## src/shared/osc_sleep_params.svh

```systemverilog
// register offsets, field positions, masks and timing counts
`ifndef OSC_SLEEP_PARAMS_SVH
`define OSC_SLEEP_PARAMS_SVH
`define FAST_TRIM_OFFSET      8'h63
`define TEMP_COEF_OFFSET      8'h64
`define TEMP_STEP_OFFSET      8'h65
`define SLOW_TRIM_OFFSET      8'h66
`define CORE_CTRL_OFFSET      8'h67
`define SLEEP_STATUS_OFFSET   8'h68
`define COEF_SIGN_BIT         7
`define STEP_ENABLE_BIT       7
`define SLEEP_ARM_BIT         4
`define SLEEP_SEL_LSB         5
`define SLOW_TRIM_MASK        8'h03
`define CORE_CTRL_MASK        8'h70
`define WAKE_STALL_CYCLES     4
`define STANDBY_WAKE_CYCLES   6
`define OSC_STARTUP_CYCLES    6
`endif

```

## src/shared/osc_sleep_pkg.sv

```systemverilog
// types shared by the trim and sleep controller
package osc_sleep_pkg;
    typedef enum logic [1:0] {
        MODE_IDLE,
        MODE_NOISE_REDUCTION,
        MODE_POWER_DOWN,
        MODE_STANDBY
    } sleep_mode_t;

    typedef struct packed {
        logic core;
        logic program_memory;
        logic peripheral_io;
        logic converter;
        logic main_osc;
    } clock_enables_t;

    // wake event inputs, one bit each
    typedef struct packed {
        logic any_interrupt;
        logic watchdog;
        logic ext_external_interrupt_zero_level;
        logic ext_external_interrupt_zero_edge;
        logic pin_change;
        logic converter_done;
        logic memory_ready;
        logic serial_start;
        logic receiver_start_frame;
        logic two_wire_match;
    } wake_events_t;

    typedef struct packed {
        logic [7:0] address;
        logic [7:0] write_data;
        logic       write_strobe;
        logic       read_strobe;
    } reg_request_t;
endpackage : osc_sleep_pkg

```

## src/verilog/factory_cal_store.sv

```systemverilog
`timescale 1ns/1ps
// factory calibration store with registered read port
module factory_cal_store #(
    parameter int         WORDS = 4,
    parameter logic [7:0] FAST_CAL = 8'h80,
    parameter logic [7:0] COEF_CAL = 8'h00,
    parameter logic [7:0] STEP_CAL = 8'h00,
    parameter logic [7:0] SLOW_CAL = 8'h02
) (
    input  wire logic       clk,
    input  wire logic       reset_n,
    input  wire logic [1:0] read_index,
    output logic      [7:0] read_data
);
    logic [7:0] table_mem [WORDS];
    logic [7:0] read_data_reg;

    // values are fixed at build time, standing in for a fuse row
    assign table_mem[0] = FAST_CAL;
    assign table_mem[1] = COEF_CAL;
    assign table_mem[2] = STEP_CAL;
    assign table_mem[3] = SLOW_CAL;

    always_ff @(posedge clk or negedge reset_n) begin
        if (!reset_n) begin
            read_data_reg <= 8'h00;
        end else begin
            read_data_reg <= table_mem[read_index];
        end
    end
    assign read_data = read_data_reg;
endmodule : factory_cal_store

```

## src/verilog/osc_trim_and_sleep_control.sv

```systemverilog
// Added by the designer: the strobed register port.
`timescale 1ns/1ps
`include "osc_sleep_params.svh"
// What this block does
// [RULE_01] reset reloads every trim from factory values
// [RULE_02] fast trim eight bits, zero slowest
// [RULE_03] software keeps fast trim low during writes
// [RULE_04] software steps fast trim at most 0x20
// [RULE_05] coefficient: bit 7 sign, 6:0 magnitude
// [RULE_06] step bit 7 enables temperature compensation
// [RULE_07] step bits 6:0: 0x00 largest step
// [RULE_08] software retrims fast value on enable change
// [RULE_09] slow trim bits 7:2 read zero
// [RULE_10] sleep only on instruction with arm set
// [RULE_11] interrupt wake stalls four extra cycles
// [RULE_12] sleep leaves register file and memory
// [RULE_13] reset during sleep restarts from vector
// [RULE_14] idle stops core and program memory clocks
// [RULE_15] noise reduction also stops io clock
// [RULE_16] converter enabled starts conversion on idle or noise reduction entry
// [RULE_17] power-down stops oscillator and all clocks
// [RULE_18] power-down wakes only on listed events
// [RULE_19] deeper modes wake on external_interrupt_zero level only
// [RULE_20] standby like power-down, six cycle wake
// [RULE_21] level wake source holds its level
// [RULE_22] select: idle, noise, power-down, standby
// [RULE_23] software arms just before sleeping
// [RULE_24] clock gates switch only while low
module osc_trim_and_sleep_control #(
    parameter logic [7:0] FAST_CAL = 8'h80,
    parameter logic [7:0] COEF_CAL = 8'h00,
    parameter logic [7:0] STEP_CAL = 8'h00,
    parameter logic [7:0] SLOW_CAL = 8'h02
) (
    input  wire logic                        clk,
    input  wire logic                        reset_n,
    input  wire osc_sleep_pkg::reg_request_t reg_req,
    output logic                       [7:0] read_data,
    input  wire logic                        sleep_instruction,
    input  wire logic                        converter_enabled,
    input  wire osc_sleep_pkg::wake_events_t wake_pins,
    output logic                       [7:0] fast_trim_value,
    output logic                       [7:0] slow_trim_value,
    output logic                       [7:0] temp_coefficient_out,
    output logic                       [6:0] temp_step_out,
    output logic                             temp_comp_enable,
    output osc_sleep_pkg::clock_enables_t    clock_enables,
    output logic                             core_stall,
    output logic                             interrupt_go,
    output logic                             conversion_start,
    output logic                             sleeping
);
    import osc_sleep_pkg::*;

    typedef enum logic [2:0] {
        ST_LOAD,
        ST_RUN,
        ST_ENTER,
        ST_SLEEP,
        ST_STARTUP,
        ST_STALL
    } phase_t;

    typedef struct packed {
        phase_t         phase;
        logic [1:0]     load_index;
        logic [7:0]     fast_trim;
        logic [7:0]     temp_coef;
        logic [7:0]     temp_step;
        logic [1:0]     slow_trim;
        logic           sleep_arm;
        sleep_mode_t    sleep_select;
        sleep_mode_t    active_mode;
        logic [3:0]     count;
        logic           irq_wake;
        logic [7:0]     read_data;
        clock_enables_t gates;
        logic           stall;
        logic           irq_go;
        logic           conv_start;
        wake_events_t   sync1;
        wake_events_t   sync2;
        logic [7:0]     coef_out;
        logic [6:0]     step_out;
        logic           asleep;
    } state_t;

    localparam logic [3:0] STALL_N = 4'(`WAKE_STALL_CYCLES);
    localparam logic [3:0] STARTUP_N = 4'(`OSC_STARTUP_CYCLES);
    localparam logic [3:0] STANDBY_N = 4'(`STANDBY_WAKE_CYCLES);
    localparam clock_enables_t ALL_ON = '1;

    state_t     st_reg;
    state_t     st_next;
    logic [7:0] cal_word;
    logic       wake_ok;

    // factory values are read out one per cycle after reset
    factory_cal_store #(
        .FAST_CAL (FAST_CAL),
        .COEF_CAL (COEF_CAL),
        .STEP_CAL (STEP_CAL),
        .SLOW_CAL (SLOW_CAL)
    ) cal_store (
        .clk        (clk),
        .reset_n    (reset_n),
        .read_index (st_reg.load_index),
        .read_data  (cal_word)
    );

    // wake qualification per mode, on synchronised inputs
    always_comb begin
        wake_ok = 1'b0;
        unique case (st_reg.active_mode)
            MODE_IDLE: begin
                wake_ok = st_reg.sync2.any_interrupt; // RULE_14
            end
            MODE_NOISE_REDUCTION: begin
                wake_ok = st_reg.sync2.watchdog // RULE_15
                    | st_reg.sync2.ext_external_interrupt_zero_level // RULE_19
                    | st_reg.sync2.pin_change
                    | st_reg.sync2.converter_done
                    | st_reg.sync2.memory_ready
                    | st_reg.sync2.serial_start
                    | st_reg.sync2.receiver_start_frame
                    | st_reg.sync2.two_wire_match;
            end
            MODE_POWER_DOWN, MODE_STANDBY: begin
                wake_ok = st_reg.sync2.watchdog // RULE_18
                    | st_reg.sync2.ext_external_interrupt_zero_level // RULE_19
                    | st_reg.sync2.pin_change
                    | st_reg.sync2.serial_start
                    | st_reg.sync2.receiver_start_frame
                    | st_reg.sync2.two_wire_match;
            end
        endcase
    end

    // glitch-free gating: enables change only on the falling edge
    clock_enables_t gate_low_reg;
    always_ff @(negedge clk or negedge reset_n) begin
        if (!reset_n) begin
            gate_low_reg <= ALL_ON;
        end else begin
            gate_low_reg <= st_reg.gates; // RULE_24
        end
    end

    always_comb begin
        st_next = st_reg;
        st_next.sync1 = wake_pins;
        st_next.sync2 = st_reg.sync1;
        st_next.irq_go = 1'b0;
        st_next.conv_start = 1'b0;
        st_next.read_data = 8'h00;

        // register reads: data stand in the next cycle only
        if (reg_req.read_strobe) begin
            unique case (reg_req.address)
                `FAST_TRIM_OFFSET: st_next.read_data = st_reg.fast_trim;
                `TEMP_COEF_OFFSET: st_next.read_data = st_reg.temp_coef;
                `TEMP_STEP_OFFSET: st_next.read_data = st_reg.temp_step;
                `SLOW_TRIM_OFFSET: begin
                    st_next.read_data = {6'h00, st_reg.slow_trim}; // RULE_09
                end
                `CORE_CTRL_OFFSET: begin
                    st_next.read_data = {1'b0, st_reg.sleep_select,
                        st_reg.sleep_arm, 4'h0};
                end
                `SLEEP_STATUS_OFFSET: begin
                    st_next.read_data = {5'h00, st_reg.phase};
                end
                default: st_next.read_data = 8'h00;
            endcase
        end

        if (reg_req.write_strobe && st_reg.phase != ST_LOAD) begin
            unique case (reg_req.address)
                `FAST_TRIM_OFFSET: begin
                    st_next.fast_trim = reg_req.write_data; // RULE_02
                end
                `TEMP_COEF_OFFSET: begin
                    st_next.temp_coef = reg_req.write_data; // RULE_05
                end
                `TEMP_STEP_OFFSET: begin
                    st_next.temp_step = reg_req.write_data; // RULE_07
                end
                `SLOW_TRIM_OFFSET: begin
                    st_next.slow_trim = reg_req.write_data[1:0]; // RULE_09
                end
                `CORE_CTRL_OFFSET: begin
                    st_next.sleep_arm =
                        reg_req.write_data[`SLEEP_ARM_BIT];
                    st_next.sleep_select = sleep_mode_t'(
                        reg_req.write_data[`SLEEP_SEL_LSB +: 2]); // RULE_22
                end
                default: begin
                end
            endcase
        end

        unique case (st_reg.phase)
            ST_LOAD: begin
                // store output lags its index by one cycle
                st_next.load_index = st_reg.load_index + 2'd1;
                st_next.count = st_reg.count + 4'd1;
                unique case (st_reg.count[2:0])
                    3'd1: st_next.fast_trim = cal_word; // RULE_01
                    3'd2: st_next.temp_coef = cal_word;
                    3'd3: st_next.temp_step = cal_word;
                    3'd4: begin
                        st_next.slow_trim = cal_word[1:0];
                        st_next.phase = ST_RUN;
                        st_next.count = 4'd0;
                    end
                    default: begin
                    end
                endcase
            end
            ST_RUN: begin
                if (sleep_instruction && st_reg.sleep_arm) begin // RULE_10
                    st_next.active_mode = st_reg.sleep_select;
                    st_next.stall = 1'b1;
                    st_next.phase = ST_ENTER;
                end
            end
            ST_ENTER: begin
                st_next.gates = ALL_ON;
                st_next.gates.core = 1'b0; // RULE_14
                st_next.gates.program_memory = 1'b0;
                unique case (st_reg.active_mode)
                    MODE_IDLE: begin
                        st_next.conv_start = converter_enabled; // RULE_16
                    end
                    MODE_NOISE_REDUCTION: begin
                        st_next.gates.peripheral_io = 1'b0; // RULE_15
                        st_next.conv_start = converter_enabled; // RULE_16
                    end
                    MODE_POWER_DOWN: begin
                        st_next.gates = '0; // RULE_17
                    end
                    MODE_STANDBY: begin
                        st_next.gates = '0; // RULE_20
                        st_next.gates.main_osc = 1'b1;
                    end
                endcase
                st_next.phase = ST_SLEEP;
            end
            ST_SLEEP: begin
                if (wake_ok) begin
                    st_next.irq_wake = 1'b1;
                    st_next.gates.main_osc = 1'b1;
                    st_next.count = 4'd0;
                    st_next.phase = ST_STARTUP;
                end
            end
            ST_STARTUP: begin
                // standby already has a running oscillator
                st_next.count = st_reg.count + 4'd1;
                if ((st_reg.active_mode == MODE_STANDBY
                        && st_reg.count == STANDBY_N - 4'd1) // RULE_20
                    || (st_reg.active_mode != MODE_STANDBY
                        && st_reg.count == STARTUP_N - 4'd1)) begin
                    st_next.gates = ALL_ON;
                    st_next.count = 4'd0;
                    st_next.phase = ST_STALL;
                end
            end
            ST_STALL: begin
                st_next.count = st_reg.count + 4'd1;
                if (st_reg.count == STALL_N - 4'd1) begin // RULE_11
                    st_next.stall = 1'b0;
                    st_next.irq_go = st_reg.irq_wake;
                    st_next.irq_wake = 1'b0;
                    st_next.count = 4'd0;
                    st_next.phase = ST_RUN;
                end
            end
        endcase

        // compensation has no effect while disabled; taken from the
        // next state so the registered outputs never lag the registers
        st_next.coef_out = st_next.temp_step[`STEP_ENABLE_BIT]
            ? st_next.temp_coef : 8'h00; // RULE_06
        st_next.step_out = st_next.temp_step[`STEP_ENABLE_BIT]
            ? st_next.temp_step[6:0] : 7'h00; // RULE_06
        st_next.asleep = (st_next.phase == ST_SLEEP);
    end

    // reset restarts from vector; trims and memory are not touched
    // by sleep itself, only by reset and by register writes
    always_ff @(posedge clk or negedge reset_n) begin
        if (!reset_n) begin
            st_reg <= '{phase: ST_LOAD, active_mode: MODE_IDLE,
                sleep_select: MODE_IDLE, gates: ALL_ON,
                stall: 1'b1, default: '0}; // RULE_13
        end else begin
            st_reg <= st_next; // RULE_12
        end
    end

    assign read_data = st_reg.read_data;
    assign fast_trim_value = st_reg.fast_trim;
    assign slow_trim_value = {6'h00, st_reg.slow_trim};
    assign temp_coefficient_out = st_reg.coef_out;
    assign temp_step_out = st_reg.step_out;
    assign temp_comp_enable = st_reg.temp_step[`STEP_ENABLE_BIT];
    assign clock_enables = gate_low_reg;
    assign core_stall = st_reg.stall;
    assign interrupt_go = st_reg.irq_go;
    assign conversion_start = st_reg.conv_start;
    assign sleeping = st_reg.asleep;

    logic [3:0] stall_len;
    always_ff @(posedge clk or negedge reset_n) begin
        if (!reset_n) begin
            stall_len <= 4'd0;
        end else begin
            stall_len <= (st_reg.phase == ST_STALL) ? stall_len + 4'd1
                : 4'd0;
        end
    end
endmodule : osc_trim_and_sleep_control

```

## config.mk

```make
export PLATFORM = sky130hd
export DESIGN_NAME = osc_trim_and_sleep_control
export DESIGN_NICKNAME = d
export VERILOG_FILES = /design/src/shared/osc_sleep_pkg.sv /design/src/verilog/factory_cal_store.sv /design/src/verilog/osc_trim_and_sleep_control.sv
export VERILOG_INCLUDE_DIRS = /design/src /design/src/shared
export SDC_FILE = /design/constraint.sdc
export NUM_CORES = 1
export LEC_CHECK = 0
export BUFFER_PORTS_ARGS = -buffer_cell sky130_fd_sc_hd__buf_2
export CORE_UTILIZATION = 50
export CTS_CLUSTER_SIZE = 8
export DETAILED_ROUTE_END_ITERATION = 7
export HOLD_SLACK_MARGIN = 0.1
export PLACE_DENSITY = 0.72
export SYNTH_ARGS = -nofsm -noshare
export SYNTH_HDL_FRONTEND = slang
export SYNTH_HIERARCHICAL = 1
export SYNTH_SLANG_ARGS = --single-unit
```

## constraint.sdc

```tcl
create_clock -name clk -period 2.5 [get_ports clk]
set_input_delay 0.125 -clock clk [delete_from_list [all_inputs] [get_ports clk]]
set_output_delay 0.125 -clock clk [all_outputs]
set_load 0.01 [all_outputs]
```

# Yosys cells after proc, flatten, opt, wreduce, memory -nomap -nowiden
# Index checks and enable logic that the tools add are counted.
# W data, S select, Z words.
[word_totals] reg_bits=104 inputBits=32 output_inout_bits=49 wordCells=153
[op_classes] add_sub_neg=2 n_lt_le_gt_ge=1 n_eq_ne=26 muxes=43 n_bitwise=11 n_reduce_logical=23
[op_table] operator="$mux W8" n=10
[op_table] operator="$eq A8 B7 Y1 const B" n=6
[op_table] operator="$pmux W8 S6" n=1
[op_table] operator="$mux W29" n=1
[op_table] operator="$mux W26" n=1
[op_table] operator="$mux W3" n=6
[op_table] operator="$pmux W3 S6" n=1
[op_table] operator="$bmux W8 S2" n=1
[op_table] operator="$pmux W4 S4" n=1
[op_table] operator="$eq A3 B2 Y1 const B" n=5
[op_table] operator="$mux W5" n=3
[op_table] operator="$ne A2 B2 Y1 const B" n=5
[op_table] operator="$or A1 B1 Y1" n=10
[op_table] operator="$eq A3 B3 Y1 const B" n=3
[op_table] operator="$reduce_and A3 Y1" n=3
[op_table] operator="$mux W4" n=2
[op_table] operator="$pmux W4 S2" n=1
[op_table] operator="$reduce_and A2 Y1" n=4
[op_table] operator="$mux W7" n=1
[op_table] operator="$eq A3 B1 Y1 const B" n=2
[op_table] operator="$mux W1" n=6
[op_table] operator="$mux W2" n=3
[op_table] operator="$pmux W1 S3" n=2
[op_table] operator="$reduce_bool A2 Y1" n=3
[op_table] operator="18 further kinds" n=25

# Depth between registers and ports, before layout
[logic_depth] word_depth=11 ltp_mapped=8

# Hierarchy
# The synthesis kept the hierarchy.
[by_module_without_submodules] module="osc_trim_and_sleep_control" n_inst=1 cells_per_inst=456 area_each_um2=4626.9
[by_module_without_submodules] module="factory_cal_store" n_inst=1 cells_per_inst=11 area_each_um2=108.9

==> impl_metrics.env <==
export IMPL_cpLargestDelayFamily="flip-flops"
export IMPL_die_x_um=99.3
export IMPL_wl_mm=10.4
export IMPL_drtIter0Drc=220
export IMPL_largest_reg_flops=43
export IMPL_hold_path_endpoint="temp_step_out[3]"
export IMPL_synth_area_leaders="dfrtp_1, buf_4, dfstp_2"
export IMPL_grt_util_met2_pct=36.2
export IMPL_maxSlewHeadroom_pct=50.4
export IMPL_seqPwrFrac_pct=45.9
export IMPL_ir_drop_mv=0.380
export IMPL_detail_route_wl_per_cell_um=16.2
export IMPL_ff_latch_area_mm2=0.00241
export IMPL_final_nets=562
export IMPL_rrSetupSlack_ns=0.41
export IMPL_worstSkewPairLatency_ns=0.40
export IMPL_power_leakage_uw=0.00245
export IMPL_syn_area_per_cell_um2=10.1
export IMPL_holdCritStartpoint="reg_req[9]"
export IMPL_cap_violations=0
export IMPL_critPathSlowestCell="dfstp_2"
export IMPL_path_cells="buf_2"
export IMPL_clockPowerShare_pct=20.0
export IMPL_synth_commonest_cells="dfrtp_1, nor2_1, buf_4, a21oi_1, nand3_1"
export IMPL_die_area_mm2=0.00986
export IMPL_grt_remaining_overflow=0
export IMPL_cts_repair_resized=0
export IMPL_netlist_area_mm2=0.00474
export IMPL_startpoint="clock_enables[4]"
export IMPL_start_util_pct=51.5
export IMPL_synthDistinctLibCells=54
export IMPL_synth_async_reset_ratio_pct=100
export IMPL_port_buffers=73
export IMPL_holdBufCountCts=19
export IMPL_yosysTopAreaCellShare_pct=46.0
export IMPL_slew_viol_final=0
export IMPL_grt_setup_unrepaired="no"
export IMPL_hold_viol=0
export IMPL_ios=81
export IMPL_worst_setup_path_type="flip-flop to output pin"
export IMPL_grt_busiest_layer="met2"
export IMPL_setup_viol=0
export IMPL_worst_path_max_fanout=2
export IMPL_worstReg2RegStart="st_reg[92]"
export IMPL_setup_ws_ns=0.0889
export IMPL_p_comb_share_pct=34.2
export IMPL_place_gp_congestion=0.888
export IMPL_gr_usage_all_layers_pct=22.4
export IMPL_clock_sinks=96
export IMPL_worstPathRequired_ns=2.38
export IMPL_area_growth_pct=12.5
export IMPL_cts_tree="built"
export IMPL_dpl_hpwl_mm=7.17
export IMPL_ctsRootBufferMaster="clkbuf_8"
export IMPL_path_buf_inv=1
export IMPL_ys_flop_type="dfrtp_1"
export IMPL_cts_buffer_depth=2
export IMPL_worst_slew_pin_slew_ns=0.742
export IMPL_synth_edff_count=0
export IMPL_core_mm2=0.00920
export IMPL_max_stage_delay_ns=0.52
export IMPL_arrival_ns=2.29
export IMPL_p_switching_uw=2030
export IMPL_status="complete, no violations"
export IMPL_p_per_area_mw_per_mm2=1010
export IMPL_grt_pass1_wl_mm=16.9
export IMPL_cp_end_kind="output pin"
export IMPL_ys_seq_area_share_pct=51.0
export IMPL_finish_utilization_pct=57.9
export IMPL_drcViolationCount=0
export IMPL_rows=35
export IMPL_skew_ns=0.0420
export IMPL_multi_input_area_mm2=0.00189
export IMPL_reg2reg_depth=6
export IMPL_cts_buffers=9
export IMPL_vias_per_cell=5.61
export IMPL_drtPass1Iterations=5
export IMPL_num_antenna_cells=0
export IMPL_drive_above_1_share_pct=24.4
export IMPL_tns_ns=0
export IMPL_gr_usage_met1_pct=29.5
export IMPL_routed_via_count=3589
export IMPL_post_synth_top_count_cell="dfrtp_1"
export IMPL_holdWs_ns=0.152
export IMPL_cts_htree_levels=3
export IMPL_swShare_pct=37.7
export IMPL_met3_usage_pct=4.71
export IMPL_start_kind="flip-flop"
export IMPL_holdCritPathClass="input pin to flip-flop"
export IMPL_grt_pass1_vias=3464
export IMPL_holdPathStages=3
export IMPL_r2r_end="slow_trim_value[0]"
export IMPL_netlist_instances=467
export IMPL_synth_seq_cells=96
export IMPL_path_clk_slew_ns=0.10
export IMPL_synth_largest_area_cell="dfrtp_1"
export IMPL_fill_cells=793
export IMPL_drtAntennaViolNets=0
export IMPL_antenna_found_initial=0
export IMPL_post_cts_setup_buffers=0
export IMPL_die_height_um=99.3
export IMPL_yosysWarnings=6
export IMPL_place_ws_ns=0.446
export IMPL_grt_max_degree=56
export IMPL_p_int_uw=3360
## area by class of cell
class / count / share of cell area (%)
clock inverter: 11 / 1.86
clock buffer: 9 / 2.33
multi-input combinational: 303 / 35.4
tap: 111 / 2.61
timing repair buffer: 102 / 11.9
inverter: 8 / 0.564
sequential: 96 / 45.3
## metal layers
layer | part of all wire (%) | wire length [um]
met1 | 45 | 4670
met5 | 0 | 0
met2 | 47 | 4930
met3 | 5.8 | 607
met4 | 1.7 | 176
## stage by stage
step                      total power [uW]  instances  cell area [um2]
after global placement                4220        602             4920
after floorplan                       3880        477             4770
after detailed placement              4290        602             4920
final                                 5390        640             5330
after CTS                             5400        640             5330
after global routing                  5750        640             5330
## cells in the final DEF, fill, tap and decap left out, types with 10 or more instances in the layout
cell | synthesis | routed
mux2_2 | 10 | 10
nand2_1 | 27 | 27
buf_2 | 5 | 72
o21ai_0 | 16 | 16
mux2i_1 | 20 | 20
a31oi_1 | 17 | 17
a21oi_1 | 35 | 35
dfrtp_1 | 87 | 87
inv_1 | 9 | 12
buf_4 | 46 | 11
nand3_1 | 32 | 32
nor2_1 | 49 | 49
dlygate4sd3_1 | 0 | 19
conb_1 | 2 | 12
## cells by family after synthesis
family / after synthesis / share of synthesized area, %
compound gates: 96 / 12.8
flops: 96 / 51.0
xor+xnor: 2 / 0.370
fa+ha+maj: 6 / 1.59
buf+inv: 78 / 9.96
mux: 30 / 6.61
other cells: 2 / 0.159
simple gates: 157 / 17.5
## power groups by stage
| stage | clock, uW | sequential, uW | combinational (uW) |
|---|---|---|---|
| after detailed placement | 12.4 | 2480 | 1800 |
| after floorplan | 12.4 | 2330 | 1530 |
| after global routing | 1180 | 2530 | 2040 |
| after CTS | 1100 | 2460 | 1840 |
| final | 1070 | 2470 | 1840 |
| after global placement | 12.4 | 2470 | 1740 |
## worst max-delay path by stage
| stage | endpoint | slack [ns] | cells past startpoint |
|---|---|---|---|
| after global placement | slow_trim_value[0] | 0.48 | 6 |
| after CTS | clock_enables[4] | 0.07 | 1 |
| final | clock_enables[4] | 0.09 | 1 |
| after global routing | clock_enables[3] | 0.05 | 1 |
| after detailed placement | slow_trim_value[0] | 0.45 | 6 |
| after floorplan | st_reg[56] | 0.42 | 7 |
Power figures use the tool's default switching activity.
